`src/rtl/ppe_pkg.sv`:
```
// package: register map, mode codes and reset values of the polled pin-event unit
package ppe_pkg;
   localparam int PIN_N = 16;
   localparam int SLOT_W = 3;
   localparam int AW = 12;

   // register byte offsets
   localparam logic [11:0] OFS_MODE = 12'h000;
   localparam logic [11:0] OFS_IN_DEF = 12'h004;
   localparam logic [11:0] OFS_OUT_DEF = 12'h008;
   localparam logic [11:0] OFS_SLOT = 12'h00c;
   localparam logic [11:0] OFS_STATUS = 12'h010;
   localparam logic [11:0] OFS_CLEAR = 12'h014;
   localparam logic [11:0] OFS_GPIO = 12'h018;
   localparam logic [11:0] OFS_PINS = 12'h01c;

   // scratch status locations, byte address is four times the index
   localparam logic [9:0] SCR_FIRST = 10'h080;
   localparam logic [9:0] SCR_LAST = 10'h087;

   // field positions
   localparam int DEF_IDX_LSB = 0;
   localparam int DEF_LEVEL_BIT = 8;
   localparam int CLR_LATCH_BIT = 0;
   localparam int CLR_HIT_BIT = 1;
   localparam int MODE_LATCH_BIT = 3;

   // base mode codes (low three bits of the mode)
   localparam logic [2:0] M_OFF_CLEAR = 3'h0;
   localparam logic [2:0] M_OFF_KEEP = 3'h1;
   localparam logic [2:0] M_OUT_WAIT = 3'h2;
   localparam logic [2:0] M_RUN = 3'h3;
   localparam logic [2:0] M_OUT_RUN = 3'h4;
   localparam logic [2:0] M_CLR_IN = 3'h5;
   localparam logic [2:0] M_CLR_OUT = 3'h6;
   localparam logic [2:0] M_CLR_BOTH = 3'h7;

   // values after reset
   localparam logic [3:0] MODE_RST = 4'h0;
   localparam logic [15:0] MASK_RST = 16'h0000;
   localparam logic [SLOT_W-1:0] SLOT_RST = 3'h0;
endpackage

```
`src/rtl/ppe_sample_if.sv`:
```
// interface: pin sampling path between the control core and the sampler
`timescale 1ns/1ns
`default_nettype none
interface ppe_sample_if;
   logic [15:0] watch_mask;
   logic [15:0] watch_level;
   logic [15:0] pin_level;
   logic [15:0] match;
   logic trigger;

   modport core (output watch_mask, output watch_level, input pin_level, input match, input trigger);
   modport sampler (input watch_mask, input watch_level, output pin_level, output match, output trigger);
endinterface
`default_nettype wire

```
`src/rtl/ppe_core.sv`:
```
// top of the polled pin-event unit: apb registers, mode handling, output drive
// Operation
// configuration stays in force until rewritten or cleared
// while active, inputs evaluated and outputs updated at every instruction boundary
// any number of pins may be watched inputs and reacting outputs
// trigger is the OR of all watched-input matches
// non-latched outputs follow the trigger continuously
// latched outputs go active on first trigger and hold until software clears
// trigger may drive outputs, switch program slot, release a wait, or combine
// mode takes values 0 to 15 and governs processing
// wait for trigger served only in modes 2 and 4
// outputs update before the slot switch of the same trigger
// polling status readable in scratch locations 128 to 135
// outputs change continuously, once, or not at all, by mode
// mode codes: 0 off clear, 1 off keep, 2 out, 3 run, 4 both, 5-7 clear
// modes 8 to 15 act as 0 to 7 with latched outputs
// after a slot switch mode 3 becomes 1 and mode 4 becomes 2
// inputs sampled after an instruction ends, before the next fetch
// watched input has pin index and level; defining it forces input direction
// reset clears configuration, disables polling, releases outputs
//
// Our own choices: the register offsets and the APB slave port.
`timescale 1ns/1ns
`default_nettype none
module ppe_core (
   input wire logic clk,
   input wire logic sys_rst,
   input wire logic psel,
   input wire logic penable,
   input wire logic pwrite,
   input wire logic [11:0] paddr,
   input wire logic [31:0] pwdata,
   output logic [31:0] prdata,
   output logic pready,
   output logic pslverr,
   input wire logic instr_boundary,
   input wire logic wait_req,
   output logic wait_release,
   output logic slot_switch,
   output logic [2:0] slot_target,
   input wire logic [15:0] pin_in,
   output logic [15:0] pin_out,
   output logic [15:0] pin_oe
);
   // timing seen from outside:
   // - an apb access phase always lasts one cycle, read data is captured in the setup cycle
   // - an evaluation edge moves the pins one cycle later
   // - the slot switch pulse follows one cycle after that, so pins always lead the switch
   // - a wait release is a one-cycle pulse one cycle after the evaluation edge
   // the sequencer owns the timing of boundaries; this block never stalls it
   // limitation: a boundary strobe that arrives while a slot switch is pending
   // cannot re-arm the switch, so a second trigger in that gap is dropped on purpose
   //
   // all state lives in one packed struct, registered in one process
   typedef struct packed {
      // polling configuration
      logic [3:0] mode;
      logic [15:0] in_mask;
      logic [15:0] in_level;
      logic [15:0] out_mask;
      logic [15:0] out_level;
      // trigger response state
      logic out_state;
      logic [15:0] hit;
      logic [2:0] slot;
      logic slot_pend;
      logic slot_pulse;
      logic wait_pulse;
      // plain pins not under polling control
      logic [15:0] gp_out;
      logic [15:0] gp_dir;
      // registered pin drive and bus answer
      logic [15:0] pin_out;
      logic [15:0] pin_oe;
      logic [31:0] prdata;
      logic pslverr;
   } ppe_state_t;

   ppe_state_t r_reg;
   ppe_state_t r_next;
   ppe_sample_if smp ();

   ppe_sampler u_sampler (
      .clk(clk),
      .sys_rst(sys_rst),
      .pin_in(pin_in),
      .smp(smp)
   );

   assign smp.watch_mask = r_reg.in_mask;
   assign smp.watch_level = r_reg.in_level;

   // mode decode
   logic [2:0] base;
   logic latched;
   logic active;
   logic outs_on;
   logic run_on;
   logic eval;
   logic trig;
   logic [15:0] hit_set;
   logic wr;
   logic setup;
   logic [3:0] def_idx;
   logic [9:0] word_idx;
   // outputs that leave polling keep their level as plain gpio outputs
   logic [15:0] keep_out;
   logic [15:0] keep_dir;

   always_comb begin
      base = r_reg.mode[2:0];
      latched = r_reg.mode[ppe_pkg::MODE_LATCH_BIT];
      active = (base == ppe_pkg::M_OUT_WAIT) || (base == ppe_pkg::M_RUN) || (base == ppe_pkg::M_OUT_RUN);
      outs_on = (base == ppe_pkg::M_OUT_WAIT) || (base == ppe_pkg::M_OUT_RUN);
      run_on = (base == ppe_pkg::M_RUN) || (base == ppe_pkg::M_OUT_RUN);
      // boundary strobe marks the gap between one instruction and the next fetch
      eval = active && (instr_boundary || (wait_req && outs_on));
      trig = smp.trigger;
      hit_set = eval ? smp.match : 16'h0000;
      wr = psel && penable && pwrite;
      setup = psel && !penable;
      def_idx = pwdata[ppe_pkg::DEF_IDX_LSB +: 4];
      word_idx = paddr[11:2];
      // a cleared output must not glitch, so its present level moves into the gpio register
      keep_out = (r_reg.gp_out & ~r_reg.out_mask) | (r_reg.pin_out & r_reg.out_mask);
      keep_dir = r_reg.gp_dir | r_reg.out_mask;
   end

   // next-state: polling evaluation first, software writes afterwards so they win on config
   always_comb begin
      r_next = r_reg;
      r_next.slot_pulse = 1'b0;
      r_next.wait_pulse = 1'b0;
      r_next.hit = r_reg.hit | hit_set;

      // outputs react to the trigger in modes 2 and 4 only
      if (eval && outs_on) begin
         if (latched) begin
            r_next.out_state = r_reg.out_state | trig;
         end else begin
            r_next.out_state = trig;
         end
      end

      // slot switch fires a cycle after the outputs have moved
      if (r_reg.slot_pend) begin
         r_next.slot_pulse = 1'b1;
         r_next.slot_pend = 1'b0;
      end
      if (eval && run_on && trig && !r_reg.slot_pend) begin
         r_next.slot_pend = 1'b1;
         // one shot: drop the run action so the slot is not re-entered forever
         if (base == ppe_pkg::M_RUN) begin
            r_next.mode = {latched, ppe_pkg::M_OFF_KEEP};
         end else begin
            r_next.mode = {latched, ppe_pkg::M_OUT_WAIT};
         end
      end

      // a pending wait is released by a trigger, only in the wait-capable modes
      if (eval && wait_req && outs_on && trig) begin
         r_next.wait_pulse = 1'b1;
      end

      if (wr) begin
         unique case (paddr)
            ppe_pkg::OFS_MODE: begin
               // clear modes leave the mode alone and the pins at their present level
               if (pwdata[2:0] == ppe_pkg::M_CLR_IN) begin
                  r_next.in_mask = ppe_pkg::MASK_RST;
                  r_next.in_level = ppe_pkg::MASK_RST;
               end else if (pwdata[2:0] == ppe_pkg::M_CLR_OUT || pwdata[2:0] == ppe_pkg::M_CLR_BOTH) begin
                  // outputs are handed over to gpio at their present level
                  r_next.gp_out = keep_out;
                  r_next.gp_dir = keep_dir;
                  r_next.out_mask = ppe_pkg::MASK_RST;
                  r_next.out_level = ppe_pkg::MASK_RST;
                  if (pwdata[2:0] == ppe_pkg::M_CLR_BOTH) begin
                     r_next.in_mask = ppe_pkg::MASK_RST;
                     r_next.in_level = ppe_pkg::MASK_RST;
                  end
               end else begin
                  r_next.mode = pwdata[3:0];
                  r_next.slot_pend = 1'b0;
                  // a new mode drops a slot switch armed in this same cycle; one already pending still fires
                  if (pwdata[2:0] == ppe_pkg::M_OFF_CLEAR) begin
                     // full clear: configuration gone, pins keep their level as gpio
                     r_next.gp_out = keep_out;
                     r_next.gp_dir = keep_dir;
                     r_next.in_mask = ppe_pkg::MASK_RST;
                     r_next.in_level = ppe_pkg::MASK_RST;
                     r_next.out_mask = ppe_pkg::MASK_RST;
                     r_next.out_level = ppe_pkg::MASK_RST;
                     r_next.out_state = 1'b0;
                     r_next.hit = hit_set;
                  end
               end
            end
            ppe_pkg::OFS_IN_DEF: begin
               // adding a pin keeps every earlier definition
               r_next.in_mask[def_idx] = 1'b1;
               r_next.in_level[def_idx] = pwdata[ppe_pkg::DEF_LEVEL_BIT];
               r_next.gp_dir[def_idx] = 1'b0;
            end
            // a reacting output takes over its pin at once, even while polling is off
            ppe_pkg::OFS_OUT_DEF: begin
               r_next.out_mask[def_idx] = 1'b1;
               r_next.out_level[def_idx] = pwdata[ppe_pkg::DEF_LEVEL_BIT];
            end
            ppe_pkg::OFS_SLOT: begin
               r_next.slot = pwdata[2:0];
            end
            ppe_pkg::OFS_CLEAR: begin
               // a match in this very cycle survives the clear in non-latched modes only; a latched output is cleared regardless
               if (pwdata[ppe_pkg::CLR_LATCH_BIT]) begin
                  r_next.out_state = outs_on && eval && trig && !latched;
               end
               if (pwdata[ppe_pkg::CLR_HIT_BIT]) begin
                  r_next.hit = hit_set;
               end
            end
            // software cannot turn a watched input into an output through gpio
            ppe_pkg::OFS_GPIO: begin
               r_next.gp_out = pwdata[15:0];
               r_next.gp_dir = pwdata[31:16] & ~r_reg.in_mask;
            end
            default: begin
               r_next.gp_out = r_reg.gp_out;
            end
         endcase
      end

      // pins follow the next output state, so they lead any slot switch
      // a pin defined both ways stays an input: a watched pin is never driven
      r_next.pin_oe = (r_next.out_mask | r_next.gp_dir) & ~r_next.in_mask;
      r_next.pin_out = (r_next.out_mask & (r_next.out_level ^ {16{~r_next.out_state}}))
         | (~r_next.out_mask & r_next.gp_out);

      // read data and error are captured in the setup cycle; access phase ends at once
      // capturing early costs a flop stage on the read path but keeps pready constant,
      // so the master never sees a wait state on any register
      // the scratch window is decoded by word index, registers by byte address
      if (setup) begin
         r_next.pslverr = 1'b0;
         r_next.prdata = 32'h0000_0000;
         if (word_idx >= ppe_pkg::SCR_FIRST && word_idx <= ppe_pkg::SCR_LAST) begin
            unique case (word_idx[2:0])
               3'h0: r_next.prdata = {24'h00_0000, r_reg.hit[7:0]};
               3'h1: r_next.prdata = {24'h00_0000, r_reg.hit[15:8]};
               3'h2: r_next.prdata = {28'h000_0000, r_reg.mode};
               3'h3: r_next.prdata = {29'h0000_0000, r_reg.slot};
               3'h4: r_next.prdata = {30'h0000_0000, r_reg.slot_pend, r_reg.out_state};
               default: r_next.prdata = 32'h0000_0000;
            endcase
         end else begin
            unique case (paddr)
               ppe_pkg::OFS_MODE: r_next.prdata = {28'h000_0000, r_reg.mode};
               ppe_pkg::OFS_IN_DEF: r_next.prdata = {r_reg.in_level, r_reg.in_mask};
               ppe_pkg::OFS_OUT_DEF: r_next.prdata = {r_reg.out_level, r_reg.out_mask};
               ppe_pkg::OFS_SLOT: r_next.prdata = {29'h0000_0000, r_reg.slot};
               ppe_pkg::OFS_STATUS: r_next.prdata = {r_reg.hit, 8'h00, r_reg.slot_pend, active,
                  r_reg.out_state, latched, r_reg.mode};
               ppe_pkg::OFS_CLEAR: r_next.prdata = 32'h0000_0000;
               ppe_pkg::OFS_GPIO: r_next.prdata = {r_reg.gp_dir, r_reg.gp_out};
               ppe_pkg::OFS_PINS: r_next.prdata = {16'h0000, smp.pin_level};
               default: r_next.pslverr = 1'b1;
            endcase
         end
      end
   end

   // synchronous reset: everything cleared, polling off, pins released
   always_ff @(posedge clk) begin
      if (sys_rst) begin
         r_reg <= '0;
         r_reg.mode <= ppe_pkg::MODE_RST;
         r_reg.slot <= ppe_pkg::SLOT_RST;
      end else begin
         r_reg <= r_next;
      end
   end

   // every data output comes straight from a flop; only the bus error is gated
   // so that it stands in the access phase alone
   assign prdata = r_reg.prdata;
   assign pready = 1'b1;
   assign pslverr = r_reg.pslverr && psel && penable;
   assign wait_release = r_reg.wait_pulse;
   assign slot_switch = r_reg.slot_pulse;
   assign slot_target = r_reg.slot;
   assign pin_out = r_reg.pin_out;
   assign pin_oe = r_reg.pin_oe;
endmodule
`default_nettype wire

```
`src/rtl/ppe_sampler.sv`:
```
// pin synchroniser and poll-level match of the polled pin-event unit
`timescale 1ns/1ns
`default_nettype none
module ppe_sampler (
   input wire logic clk,
   input wire logic sys_rst,
   input wire logic [15:0] pin_in,
   ppe_sample_if.sampler smp
);
   typedef struct packed {
      logic [15:0] meta;
      logic [15:0] sync;
   } ppe_sync_t;

   ppe_sync_t r_reg;
   ppe_sync_t r_next;

   // two flops per pin; only the second stage is looked at
   always_comb begin
      r_next = r_reg;
      r_next.meta = pin_in;
      r_next.sync = r_reg.meta;
   end

   always_ff @(posedge clk) begin
      if (sys_rst) begin
         r_reg <= '0;
      end else begin
         r_reg <= r_next;
      end
   end

   // a pin matches when it sits at its poll level; any match triggers
   assign smp.pin_level = r_reg.sync;
   assign smp.match = ~(r_reg.sync ^ smp.watch_level) & smp.watch_mask;
   assign smp.trigger = |smp.match;
endmodule
`default_nettype wire
```
`config.mk`:
```
export PLATFORM = sky130hd
export DESIGN_NAME = ppe_core
export DESIGN_NICKNAME = d
export VERILOG_FILES = /design/src/rtl/ppe_pkg.sv /design/src/rtl/ppe_sample_if.sv /design/src/rtl/ppe_core.sv /design/src/rtl/ppe_sampler.sv
export SDC_FILE = /design/constraint.sdc
export NUM_CORES = 1
export LEC_CHECK = 0
export ABC_AREA = 1
export BUFFER_PORTS_ARGS = -buffer_cell sky130_fd_sc_hd__buf_2
export CAP_MARGIN = 20
export CORE_MARGIN = 1.5
export CORE_UTILIZATION = 30
export CTS_BUF_LIST = sky130_fd_sc_hd__clkbuf_2 sky130_fd_sc_hd__clkbuf_4 sky130_fd_sc_hd__clkbuf_8
export DETAILED_ROUTE_END_ITERATION = 16
export GPL_TIMING_DRIVEN = 0
export SLEW_MARGIN = 0
export SYNTH_ARGS = -nofsm -noshare
export SYNTH_HDL_FRONTEND = slang
export SYNTH_SLANG_ARGS = --single-unit
```
`constraint.sdc`:
```
create_clock -name clk -period 1.71 [get_ports clk]
set_input_delay 0 -clock clk [delete_from_list [all_inputs] [get_ports clk]]
set_output_delay 0 -clock clk [all_outputs]
set_load 0.02 [all_outputs]
```
Yosys cells after proc, flatten, opt, wreduce, memory -nomap -nowiden
Index checks and enable logic that the tools add are counted.

storage, ports and cells
  register bits = 220
  output and inout bits = 71
  word-level logic and storage cells = 144

operators by class
  order comparisons = 4
  eq/ne operators = 19
  muxes and demuxes = 42
  bitwise operators = 25
  reduce and logical (&&, ||, !) cells = 35

operator list
  kind                   number
  $mux W32               7
  $pmux W32 S7           1
  $and A16 B16 Y16       8
  $pmux W32 S2           2
  $or A16 B16 Y16        7
  $not A16 Y16           6
  $mux W89               1
  $mux W81               1
  $mux W64               1
  $mux W49               1
  $eq A12 B5 Y1 const B  4
  $pmux W16 S3           1
  $pmux W8 S5            1
  $pmux W17 S2           1
  $bwmux W16             2
  $mux W16               2
  $pmux W16 S2           1
  $xor A16 B16 Y16       2
  $eq A12 B4 Y1 const B  2
  $logic_and A1 B1 Y1    18
  $mux W17               1
  $reduce_or A16 Y1      1
  $eq A3 B3 Y1 const B   5
  $eq A12 B3 Y1 const B  1
  other kinds (22)       48

Logic depth before layout (Yosys ltp)
Gate-level depths: netlist (run 1).

  depth in word-level cells = 17
  mapped depth = 18
  gate-level depth less buffers = 17

Hierarchy
From an unflattened synthesis (run 1), not the netlist that was laid out.

second synthesis, totals
  cells, all modules = 2,072
  area, all modules = 12,802.3 µm²

modules (own cells, without submodules)
  module       instances  cells each  area each (µm²)  seq. area each (µm²)
  ppe_core     1          1,858       11,399.7         3,763.6
  ppe_sampler  1          214         1,402.6          640.6

Least setup slack after synthesis (run 1)
OpenSTA, ideal clock, no wires.

  path kind = register to register
  start point = reg r_reg (netlist bit base[1])
  end point = reg r_reg (netlist bit pin_out[15])
  library setup time = 109 ps
  data arrival time = 1,637 ps
  required time = 1,601 ps
  slack = -36 ps
  stages on the path, launching flop included = 15
  buffers on the path = 1
  path through = dfxtp_1 -> inv_1 -> o21ai_2 -> nand3_1 -> a21oi_1 -> nand3_1 -> nand2_1 -> nand2_1 -> nand2_4 -> nand2_4 -> buf_6 -> nand2_1 -> nand3_1 -> nand2_1 -> inv_1

on the way
  cells in the longest elaborated chain, start to end = 16

RTL lines
  what                                          RTL line                          text
  from (decl)                                   ppe_core.sv:79                    ppe_state_t r_reg;
  from (signal assigned)                        ppe_core.sv:279                   r_reg <= r_next;
  $eq A3 B2 Y1 or $eq A3 B3 Y1 (tied branches)  ppe_core.sv:113, ppe_core.sv:114
  $logic_or A1 B1 Y1                            ppe_core.sv:114                   outs_on = (base == ppe_pkg::M_OUT_WAIT) || (base == ppe_pkg::M_OUT_RUN);
  $logic_and A1 B1 Y1                           ppe_core.sv:117                   eval = active && (instr_boundary || (wait_req && outs_on));
  $logic_or A1 B1 Y1                            ppe_core.sv:117
  $logic_and A1 B1 Y1                           ppe_core.sv:117
  $logic_and A1 B1 Y1 *                         ppe_core.sv:137, ppe_core.sv:216
  $mux W1                                       ppe_core.sv:137                   if (eval && outs_on) begin
  $mux W81                                      ppe_core.sv:186                   if (pwdata[2:0] == ppe_pkg::M_OFF_CLEAR) begin
  $mux W17                                      ppe_core.sv:172                   end else if (pwdata[2:0] == ppe_pkg::M_CLR_OUT || pwdata[2:0] == ppe_pkg::M_CLR_BOTH) begin
  $mux W49                                      ppe_core.sv:169                   if (pwdata[2:0] == ppe_pkg::M_CLR_IN) begin
  $pmux W17 S2                                  ppe_core.sv:166                   unique case (paddr)
  $mux W89 *                                    ppe_core.sv:165                   if (wr) begin
  $not A1 Y1 *                                  ppe_core.sv:236                   r_next.pin_out = (r_next.out_mask & (r_next.out_level ^ {16{~r_next.out_state}}))
  $xor A16 B16 Y16 *                            ppe_core.sv:236
  $and A16 B16 Y16 *                            ppe_core.sv:236
  $or A16 B16 Y16 *                             ppe_core.sv:237                   | (~r_next.out_mask & r_next.gp_out);

Every way passes the cells marked *; elsewhere a longest branch is shown, timed or not. The select of a mux whose other input is x is not followed.
A chain may end at the register's enable or synchronous reset.

Final worst setup path (run 1)
  start point = reg r_reg (netlist bit base[0])
  end point = reg r_reg (netlist bit pin_out[11])

Same word-level chain as after synthesis.

==> results of run 1 <==
## cells in the mapped netlist (3+ instances only)
library cell / n
inv_2: 18
nor2_4: 5
buf_2: 18
buf_1: 5
buf_4: 72
o21ai_1: 23
a31o_2: 4
a211oi_1: 23
nand2_1: 324
o211ai_1: 23
nor3_1: 7
a21oi_4: 11
inv_1: 307
nor4_1: 4
nor2_1: 166
a21oi_2: 9
nand2_2: 6
o22ai_1: 66
nand2_4: 7
nor2_2: 8
buf_6: 6
clkbuf_1: 47
dfxtp_1: 220
o2111ai_1: 15
nand3_2: 3
nand3_1: 100
nand4_1: 7
nor2_8: 3
or2_2: 16
o21ai_0: 92
a21oi_1: 111
a22o_1: 3
## worst min-delay path, stage by stage
cell and delay (ns):
buf_2 0.10, nor2_4 0.05, nand3_2 0.10, nor2_2 0.09, o22ai_1 0.15, a21oi_1 0.08
## timing repair
| action | CTS | global route |
|---|---|---|
| endpoints found under the hold margin | 90 | 0 |
| pin swaps | 27 | 25 |
| hold buffers | 58 | 0 |
| setup buffers | 19 | 16 |
| gates resized for setup | 122 | 95 |
| cloned | 3 | 0 |
| setup endpoints to repair | 39 | 60 |
## placed cells by master (no fill, tap or decap), types with 4 or more instances in the layout
| cell | instances |
|---|---|
| inv_2 | 40 |
| nor2_4 | 10 |
| o2111ai_1 | 15 |
| nand3_4 | 7 |
| a211oi_1 | 23 |
| nand2_2 | 35 |
| nand4_1 | 7 |
| nor2_2 | 11 |
| buf_6 | 15 |
| clkbuf_1 | 41 |
| inv_4 | 4 |
| dfxtp_4 | 6 |
| a21oi_1 | 102 |
| o22ai_1 | 66 |
| dlygate4sd3_1 | 58 |
| dfxtp_2 | 24 |
| nand3_2 | 33 |
| or2_2 | 16 |
| buf_4 | 101 |
| nor2_1 | 158 |
| clkbuf_2 | 5 |
| a21oi_4 | 12 |
| nand2_4 | 15 |
| buf_2 | 146 |
| clkinv_2 | 6 |
| dfxtp_1 | 190 |
| o21ai_1 | 25 |
| nand2_1 | 285 |
| nand3_1 | 64 |
| a21oi_2 | 17 |
| buf_1 | 5 |
| o21ai_0 | 89 |
| nor4_1 | 4 |
| clkbuf_4 | 13 |
| nor3_1 | 5 |
| o211ai_1 | 23 |
| clkbuf_8 | 52 |
| inv_1 | 282 |
| a31o_2 | 4 |
## power by group through the flow
stage | sequential [W] | clock, W | combinational [W]
3_5_place_dp | 0.00531 | 0 | 0.000600
2_1_floorplan | 0.00530 | 0 | 0.000313
6_report | 0.00520 | 0.00593 | 0.000748
4_1_cts | 0.00520 | 0.00606 | 0.000718
5_1_grt | 0.00520 | 0.00625 | 0.000789
3_3_place_gp | 0.00531 | 0 | 0.000598
## routing by layer
metal  vias up  global-route usage  routed length [um]
li1       6112                   -                   -
met5         -                   0                   0
met2       539               0.441               25800
met3       124              0.0377                3490
met4         0               0.133                2730
met1      6264               0.315               22000
## cell type report
class | count | area, sq um
timing repair buffer | 226 | 1560
tap | 518 | 648
inverter | 329 | 1250
sequential | 220 | 4460
clock inverter | 9 | 126
clock buffer | 65 | 813
fill | 4212 | 23200
buffer | 149 | 950
multi-input combinational | 1057 | 5890
## per-stage QoR
step | cells | hold WS [ns] | total power [W]
2_1_floorplan | 1754 | 0.107 | 0.00561
3_3_place_gp | 2403 | 0.207 | 0.00591
3_5_place_dp | 2403 | 0.211 | 0.00591
4_1_cts | 2557 | 0.00150 | 0.0120
5_1_grt | 2573 | 0.0420 | 0.0122
6_report | 2573 | 0.0247 | 0.0119
## cells by family after synthesis
logic type      Yosys count
compound gates          393
buf+inv                 478
flops                   220
other cells               1
simple gates            662
## how the worst max path moves through the flow
| stage | from | endpoint | slack, ns | cells past startpoint |
|---|---|---|---|---|
| 2_1_floorplan | base[0]$_SDFF_PP0_ | pin_out[15]$_SDFF_PP0_ | 0.01 | 15 |
| 4_1_cts | u_sampler.smp.pin_level[1]$_SDFF_PP0_ | pin_out[15]$_SDFF_PP0_ | -0.12 | 18 |
| 5_1_grt | base[1]$_SDFF_PP0_ | pin_out[10]$_SDFF_PP0_ | -0.23 | 15 |
| 6_report | base[0]$_SDFF_PP0_ | pin_out[11]$_SDFF_PP0_ | -0.16 | 15 |
| 3_5_place_dp | paddr[8] | prdata[4]$_SDFFE_PP0P_ | -0.73 | 13 |
| 3_3_place_gp | paddr[8] | prdata[5]$_SDFFE_PP0P_ | -0.70 | 13 |
==> flow_summary.toml, run 1 <==
[status]
status = "finished, violations left"
violations = "negative setup slack"

[layout]
drive_gt1_frac = 0.289
area_delta_synth_final_pct = 31.6
finish.instance_area_sq_um = 15700
largest_register_ffs = 83
fin_util = 0.403
fin_nets = 2093
n_antenna_cell = 0

[logic_synthesis]
syn_inst = 1754
synthTopCellsByArea = "dfxtp_1 (37%), nand2_1 (10%), inv_1 (9.7%), nor2_1 (5.2%), a21oi_1 (4.7%)"
synthMuxAreaShare = 0
yosysTopAreaCellShare = 0.369
synth_seq_cells = 220
yosysTopAreaCell = "dfxtp_1"
synth_compound_area_frac = 0.205
synthSimpleGateAreaFrac = 0.245
synth_fp_nets = 1821
synth_area_sq_um = 11900
synth_top_family_by_area = "simple AND/OR/NAND/NOR gates"
synth-adder-area-share = 0
synthArstFlopShare = 0
seq_area_frac_synth = 0.369
synthXorXnorAreaFrac = 0
synth_edf_count = 0
syn_avg_cell_area_sq_um = 6.80
yosysWarnings = 0
synth_ff_type = "dfxtp_1"
netlist-cell-type-count = 52

[power_and_ir_drop]
p_per_area_nw_per_um2 = 756
intPower_w = 0.00890
vdd_drop_max_v = 0.000464
leakage_nw = 6.84
p_comb_frac = 0.063
swShare = 0.250
pwr-share-seq = 0.438
p_sw_w = 0.00297
p_clk_frac = 0.499

[timing]
tightest_slew_ns = 0.938
rsz0062_at_grt = "yes"
hold_viol = 0
maxSlewViolCount = 0
setup_ws_ns = -0.161
fin_setup_tns_ns = -2.60
fmax_mhz = 535
period_minus_slack_ns = 1.87
fin_crit_sh = 1.09
slew_headroom = 0.375
fin_worst_skew_ns = 0.0288
setup_viol = 21

[global_routing]
grt_max_degree = 12
antenna_found_initial = 0
grt_first_pass_wirelength_um = 77700
grt_usage = 0.258
grt_pass1_vias = 12500
overflow = 0

[worst_setup_path]
worstPathArrival_ns = 2.37
critPathLaunchType = "flop"
r2r_end = "pin_out[11]$_SDFF_PP0_"
timing.rr.start = "base[0]$_SDFF_PP0_"
crit_fanout = 6
crit_family = "simple AND/OR/NAND/NOR gates"
worst-r2r-setup-slack_ns = -0.16
endpoint_kind = "flop"
critPathRequiredTime_ns = 2.21
path_buf_inv = 3
crit_chain = "inv_4 > nand3_4 > o21ai_4 > nand3_2 > a21oi_4 > nand3_2 > nand2_2 > nand2_4 > nand2_8 > nand2_8 > buf_8 > nand2_2 > nand3_2 > nand2_2 > inv_1"
reg2reg_depth = 15
crit_type = "reg2reg"
slowest_delay_ns = 0.36
slowest_stage = "dfxtp_4"

[place]
place_congestion = 0.969
dpl_cell_area_sq_um = 13200
port_buffers = 131
place_ws_ns = -0.732
dpl.hpwl_um = 41500

[clock_tree]
clk_pin_slew_ns = 0.07
cts_tree = "yes"
htreeDepth = 2
cts_buffer_depth = 3
numCtsBuffers = 43
cts-root-buf = "clkbuf_8"
cts_sinks = 220
clock_latency_ns = 0.62

[detailed_routing]
drt-initial-drc-count = 1070
routedWlPerCell_um = 21.0
wirelength_um = 54000
via_per_inst = 5.07
via_count = 13000
first_pass_iters = 5
drc = 0
ant_nets = 0

[floorplanning]
coreArea_sq_um = 38900
io_pins = 138
fp.dieH_um = 202
placementRows = 72
initial_core_util = 0.307
die_w_um = 202
die_area_sq_um = 41000

[run]
cap_viol_max_count = 0

[min_path]
min-delay-start = "paddr[0]"
worstHoldPathCells = 6
hp-class = "in2reg"
whs_endpoint = "r_reg[107]$_SDFF_PP0_"
Power figures use the tool's default switching activity.
==> inputs of run 2 (changes only) <==
--- a/config.mk
+++ b/config.mk
@@ -5,7 +5,6 @@
 export SDC_FILE = /design/constraint.sdc
 export NUM_CORES = 1
 export LEC_CHECK = 0
-export ABC_AREA = 1
 export BUFFER_PORTS_ARGS = -buffer_cell sky130_fd_sc_hd__buf_2
 export CAP_MARGIN = 20
 export CORE_MARGIN = 1.5
==> run 2 against run 1 <==
  * Combinational power increased by 21%
  * Cell area decreased by 7.5%
  * Via count decreased by 12%
  * Critical path depth decreased by 6
  * Largest cell class unchanged
  * Total power increased by 1.6%
  * The run ends with negative hold slack, negative setup slack left
==> flow_summary.toml, run 2 <==
[logic_synthesis]
yosysTopAreaCell = "dfxtp_1"
synthTopCellsByArea = "dfxtp_1 (41%), nor2_1 (6.8%), buf_4 (5.0%), a21oi_1 (4.8%), a22oi_1 (4.5%)"
seq_area_frac_synth = 0.409
netlist-cell-type-count = 59
yosysWarnings = 0
synth_area_sq_um = 10800
syn_inst = 1298
synth_edf_count = 0
yosysMostFrequentCell = "dfxtp_1"
synth_seq_cells = 220
synth_fp_nets = 1365
syn_avg_cell_area_sq_um = 8.30
synth_ff_type = "dfxtp_1"
synthArstFlopShare = 0
yosysTopAreaCellShare = 0.409
ys_top_cells_by_count = "dfxtp_1 (220), nor2_1 (195), a21oi_1 (103)"

[timing]
fin_worst_skew_ns = 0.0159
tightest_slew_ns = 1.00
period_minus_slack_ns = 2.10
setup_viol = 18
fin_crit_sh = 1.23
fmax_mhz = 475
setup_ws_ns = -0.395
hold_viol = 1
slew_headroom = 0.333
hold_slack_ns = -0.0105
maxSlewViolCount = 0
fin_setup_tns_ns = -6.16
rsz0062_at_grt = "yes"

[run]
cap_viol_max_count = 0

[floorplanning]
coreArea_sq_um = 35500
initial_core_util = 0.303
io_pins = 138
placementRows = 69
die_area_sq_um = 37000
die_w_um = 192
fp.dieH_um = 192

[detailed_routing]
routedWlPerCell_um = 23.1
drc = 0
wirelength_um = 46900
drt-initial-drc-count = 1346
via_count = 11500
via_per_inst = 5.64
ant_nets = 0
first_pass_iters = 6

[layout]
fill_cells = 3574
finish.instance_area_sq_um = 14500
area_delta_synth_final_pct = 34.9
stdcell_count = 2036
mostFrequentLayoutCells = "dfxtp_1 (202), nor2_1 (177), buf_2 (138)"
fin_nets = 1611
largest_register_ffs = 83
drive_gt1_frac = 0.321
final_common_cell = "dfxtp_1"

[min_path]
hp-class = "in2reg"

[status]
status = "finished, violations left"
violations = "negative hold slack, negative setup slack"

[worst_setup_path]
crit_family = "compound AO/OA/AOI/OAI gates"
path_buf_inv = 2
crit_type = "reg2reg"
slowest_delay_ns = 0.37
worstPathArrival_ns = 2.56
critPathLaunchType = "flop"
crit_chain = "nand2b_4 > a211o_4 > nor2_2 > or3_4 > a221oi_4 > buf_6 > clkbuf_16 > xnor2_2 > a211oi_1"
endpoint_kind = "flop"
crit_fanout = 5
slowest_stage = "dfxtp_4"
critPathRequiredTime_ns = 2.17

[global_routing]
overflow = 0
grt_usage = 0.245
grt_first_pass_wirelength_um = 66900
antenna_found_initial = 0
grt_max_degree = 12
grt_pass1_vias = 10600

[clock_tree]
numCtsBuffers = 41
cts_buffer_depth = 3
htreeDepth = 2
cts-root-buf = "clkbuf_8"
clk_pin_slew_ns = 0.07
clock_latency_ns = 0.56
cts_tree = "yes"
cts_sinks = 220

[place]
dpl.hpwl_um = 35500
port_buffers = 132
dp_cells = 1891
place_congestion = 0.996
dpl_cell_area_sq_um = 12200

[power_and_ir_drop]
p_total_w = 0.0121
vdd_drop_max_v = 0.000470
leakage_nw = 5.50
p_per_area_nw_per_um2 = 830
## run 2: cell count changes after synthesis, moves of 29 or more
cell / delta
xnor2_1: +32
nor2b_1: +68
nor2_1: +29
nand3_1: -61
inv_1: -286
a32oi_1: +44
a22oi_1: +63
nand2_1: -276
o22ai_1: -62
## run 2: cell families (layout without fill, tap and decap cells)
| family | after synthesis | count (layout) | synth area share |
|---|---|---|---|
| buf+inv | 183 | 459 | 0.0913 |
| simple gates | 434 | 434 | 0.195 |
| flops | 220 | 220 | 0.409 |
| compound gates | 409 | 409 | 0.258 |
| other cells | 1 | 2 | 0.000348 |
| mux | 19 | 19 | 0.0202 |
| xor+xnor | 32 | 32 | 0.0260 |
## run 2: what timing repair did
item / in CTS / in global routing
hold endpoints to repair: 53 / 0
pin swaps: 21 / 33
gates resized for setup: 53 / 132
gates cloned: 0 / 2
endpoints found under the setup margin: 139 / 125
hold buffers: 39 / 0
buffers inserted: 15 / 17
## run 2: power by group
| part | internal [W] | total [W] | switching (W) |
|---|---|---|---|
| logic | 0.000333 | 0.000903 | 0.000569 |
| clock network | 0.00349 | 0.00590 | 0.00241 |
| registers | 0.00520 | 0.00526 | 0.0000523 |
## run 2: per-layer routing
layer | track usage | wire length, um
met1 | 0.319 | 19500
met5 | 0 | 0
met3 | 0.0420 | 3840
met4 | 0.0963 | 2240
met2 | 0.403 | 21300
## run 2: cell type report
cell class                 instances  area [sq um]  area share
clock inverter                    10           135     0.00930
buffer                           160          1030      0.0711
clock buffer                      63           811      0.0558
sequential                       220          4430       0.305
antenna                            1          2.50    0.000172
tap                              461           577      0.0397
timing repair buffer             205          1390      0.0957
inverter                          21          78.8     0.00543
multi-input combinational        895          6070       0.418
## run 2: path summary, 6_finish.rpt
check	startpoint	endpoint	slack [ns]	cells after the start
max reg2reg	base[1]$_SDFF_PP0_	pin_out[11]$_SDFF_PP0_	-0.39	9
max	base[1]$_SDFF_PP0_	pin_out[11]$_SDFF_PP0_	-0.39	9
min reg2reg	u_sampler.r_next[0]$_SDFF_PP0_	u_sampler.smp.pin_level[0]$_SDFF_PP0_	0.43	1
min	pwdata[16]	r_reg[65]$_SDFF_PP0_	-0.01	4
## run 2: worst register-to-register path: stages (launching register included)
cell,delay (ns)
dfxtp_4,0.37
nand2b_4,0.14
a211o_4,0.14
nor2_2,0.04
or3_4,0.37
a221oi_4,0.28
buf_6,0.20
clkbuf_16,0.18
xnor2_2,0.06
a211oi_1,0.23
## run 2: per-stage QoR
step           setup slack, ns   util
4_1_cts                 -0.506  0.390
3_3_place_gp            -0.959  0.343
2_1_floorplan           -0.232      -
3_5_place_dp             -1.01  0.343
5_1_grt                 -0.467  0.409
6_report                -0.395  0.409
==> inputs of run 3 (changes only) <==
--- a/config.mk
+++ b/config.mk
@@ -12,6 +12,7 @@
 export CTS_BUF_LIST = sky130_fd_sc_hd__clkbuf_2 sky130_fd_sc_hd__clkbuf_4 sky130_fd_sc_hd__clkbuf_8
 export DETAILED_ROUTE_END_ITERATION = 16
 export GPL_TIMING_DRIVEN = 0
+export SETUP_SLACK_MARGIN = 0.1
 export SLEW_MARGIN = 0
 export SYNTH_ARGS = -nofsm -noshare
 export SYNTH_HDL_FRONTEND = slang
==> run 3 against run 2 <==
  * Largest power group unchanged
  * Clock skew rose by 0.0071 ns
  * Sequential power is essentially flat
  * Total power up 0.26%
  * Critical endpoint is now base[1]$_SDFF_PP0_
  * Critical path type unchanged
  * Largest cell class unchanged
  * The flow still finishes with violations (negative hold slack, negative setup slack)
  * First-iteration DRC count grew 10%
  * Combinational power rose by 8.1%
  * Via count increased by 0.79%
  * Hold slack worse by 0.0049 ns
  * Critical path depth down 1
  * Sequential cell count stayed put
  * Sequential share of layout area down 1.7 points
  * Setup slack worse by 0.068 ns
==> flow_summary.toml, run 3 (same netlist as run 2, synthesis figures left out) <==
[layout]
fin_util = 0.435
mostFrequentLayoutCells = "dfxtp_1 (203), nor2_1 (160), buf_2 (134)"
finish.instance_area_sq_um = 15400
largest_register_ffs = 83
stdcell_count = 2086
n_antenna_cell = 0
drive_gt1_frac = 0.365
final_common_cell = "dfxtp_1"
fin_nets = 1662
area_delta_synth_final_pct = 43.2

[clock_tree]
cts-root-buf = "clkbuf_8"
cts_sinks = 220
htreeDepth = 2
numCtsBuffers = 41
clk_pin_slew_ns = 0.06
cts_buffer_depth = 3
clock_latency_ns = 0.57
cts_tree = "yes"

[worst_setup_path]
crit_chain = "xnor2_2 > a22oi_1 > nand4_1 > buf_4 > o211ai_1 > mux2_4 > a21oi_2 > nor3_1"
critPathRequiredTime_ns = 2.11
crit_fanout = 2
crit_type = "reg2reg"
crit_family = "compound AO/OA/AOI/OAI gates"
timing.rr.start = "u_sampler.smp.pin_level[2]$_SDFF_PP0_"
worstPathArrival_ns = 2.58
worst-r2r-setup-slack_ns = -0.46
slowest_delay_ns = 0.37
crit_start = "u_sampler.smp.pin_level[2]$_SDFF_PP0_"
endpoint_kind = "flop"
reg2reg_depth = 8
cp.depth = 8
path_buf_inv = 1
endpoint = "base[1]$_SDFF_PP0_"
r2r_end = "base[1]$_SDFF_PP0_"
critPathLaunchType = "flop"
slowest_stage = "dfxtp_2"

[place]
dpl_cell_area_sq_um = 12400
dp_cells = 1892
port_buffers = 132
dpl.hpwl_um = 36200
place_congestion = 0.990

[power_and_ir_drop]
p_per_area_nw_per_um2 = 784
vdd_drop_max_v = 0.000558
leakage_nw = 5.88
p_total_w = 0.0121

[detailed_routing]
drt-initial-drc-count = 1481
wirelength_um = 49500
ant_nets = 0
via_per_inst = 5.55
routedWlPerCell_um = 23.7
drc = 0
via_count = 11600
first_pass_iters = 6

[run]
cap_viol_max_count = 0

[global_routing]
grt_usage = 0.258
antenna_found_initial = 0
grt_max_degree = 11
overflow = 0
grt_pass1_vias = 10400
grt_first_pass_wirelength_um = 69200

[min_path]
worstHoldPathCells = 4
hp-class = "in2reg"

[timing]
hold_slack_ns = -0.0153
tightest_slew_ns = 1.00
maxSlewViolCount = 0
period_minus_slack_ns = 2.17
setup_viol = 19
fmax_mhz = 460
hold_viol = 1
rsz0062_at_grt = "yes"
slew_headroom = 0.333
setup_ws_ns = -0.463
fin_worst_skew_ns = 0.0231
fin_crit_sh = 1.27

[floorplanning]
coreArea_sq_um = 35500
placementRows = 69
die_w_um = 192
fp.dieH_um = 192
die_area_sq_um = 37000
initial_core_util = 0.303
io_pins = 138

[status]
status = "finished, violations left"
violations = "negative hold slack, negative setup slack"
## run 3: changes by cell type in the layout (fill, tap and decap cells not counted), moves of 9 or more
cell / previous run / this run
dlygate4sd3_1: 39 / 49
o21ai_2: 2 / 12
buf_6: 6 / 23
buf_4: 101 / 126
nor2_1: 177 / 160
o21ai_0: 65 / 51
nor2_4: 9 / 18
## run 3: tightest hold or removal path: cells and delay by family
kind	cells	cell delay [ns]
compound gates	2	0.24
simple gates	1	0.16
buf+inv	1	0.09
## run 3: worst min path at each step
| stage | from | end | slack [ns] |
|---|---|---|---|
| 2_1_floorplan | pin_in[0] | u_sampler.r_next[0]$_SDFF_PP0_ | 0.13 |
| 3_3_place_gp | pin_in[15] | u_sampler.r_next[15]$_SDFF_PP0_ | 0.22 |
| 3_5_place_dp | pin_in[3] | u_sampler.r_next[3]$_SDFF_PP0_ | 0.21 |
| 4_1_cts | pwdata[18] | r_reg[67]$_SDFF_PP0_ | 0.002 |
| 5_1_grt | pwdata[16] | r_reg[65]$_SDFF_PP0_ | 0.03 |
| 6_report | pwdata[16] | r_reg[65]$_SDFF_PP0_ | -0.02 |
## run 3: cell type report
| type | instances | area (sq um) |
|---|---|---|
| sequential | 220 | 4440 |
| buffer | 161 | 1140 |
| fill | 3473 | 20100 |
| timing repair buffer | 255 | 1870 |
| multi-input combinational | 895 | 6380 |
| clock buffer | 60 | 757 |
| inverter | 21 | 81.3 |
| tap | 461 | 577 |
| clock inverter | 13 | 174 |
## run 3: what timing repair did
item | in CTS | in global routing
cloned | 0 | 4
setup endpoints to repair | 146 | 121
pin swaps | 33 | 58
setup buffers | 30 | 39
hold buffers | 48 | 1
resized for setup | 85 | 177
endpoints found under the hold margin | 62 | 1
## run 3: per-layer routing
metal  wire (um)  up-vias  global-route usage
met3        5510      114              0.0644
met1       20800     5454               0.353
met5           0        -                   0
met2       21300      774               0.388
met4        1850        0              0.0966
li1            -     5233                   -
## run 3: per-stage QoR
step / worst slack, ns / setup TNS [ns]
CTS: -0.411 / -6.50
global route: -0.519 / -8.34
floorplan: -0.232 / -7.58
detailed placement: -1.03 / -112.00
global placement: -1.03 / -112.46
finish: -0.463 / -6.89
## run 3: report_power, final
| part | internal (W) | switching [W] |
|---|---|---|
| Sequential | 0.00520 | 0.0000601 |
| Clock | 0.00346 | 0.00239 |
| Combinational | 0.000371 | 0.000605 |
| Total | 0.00903 | 0.00306 |
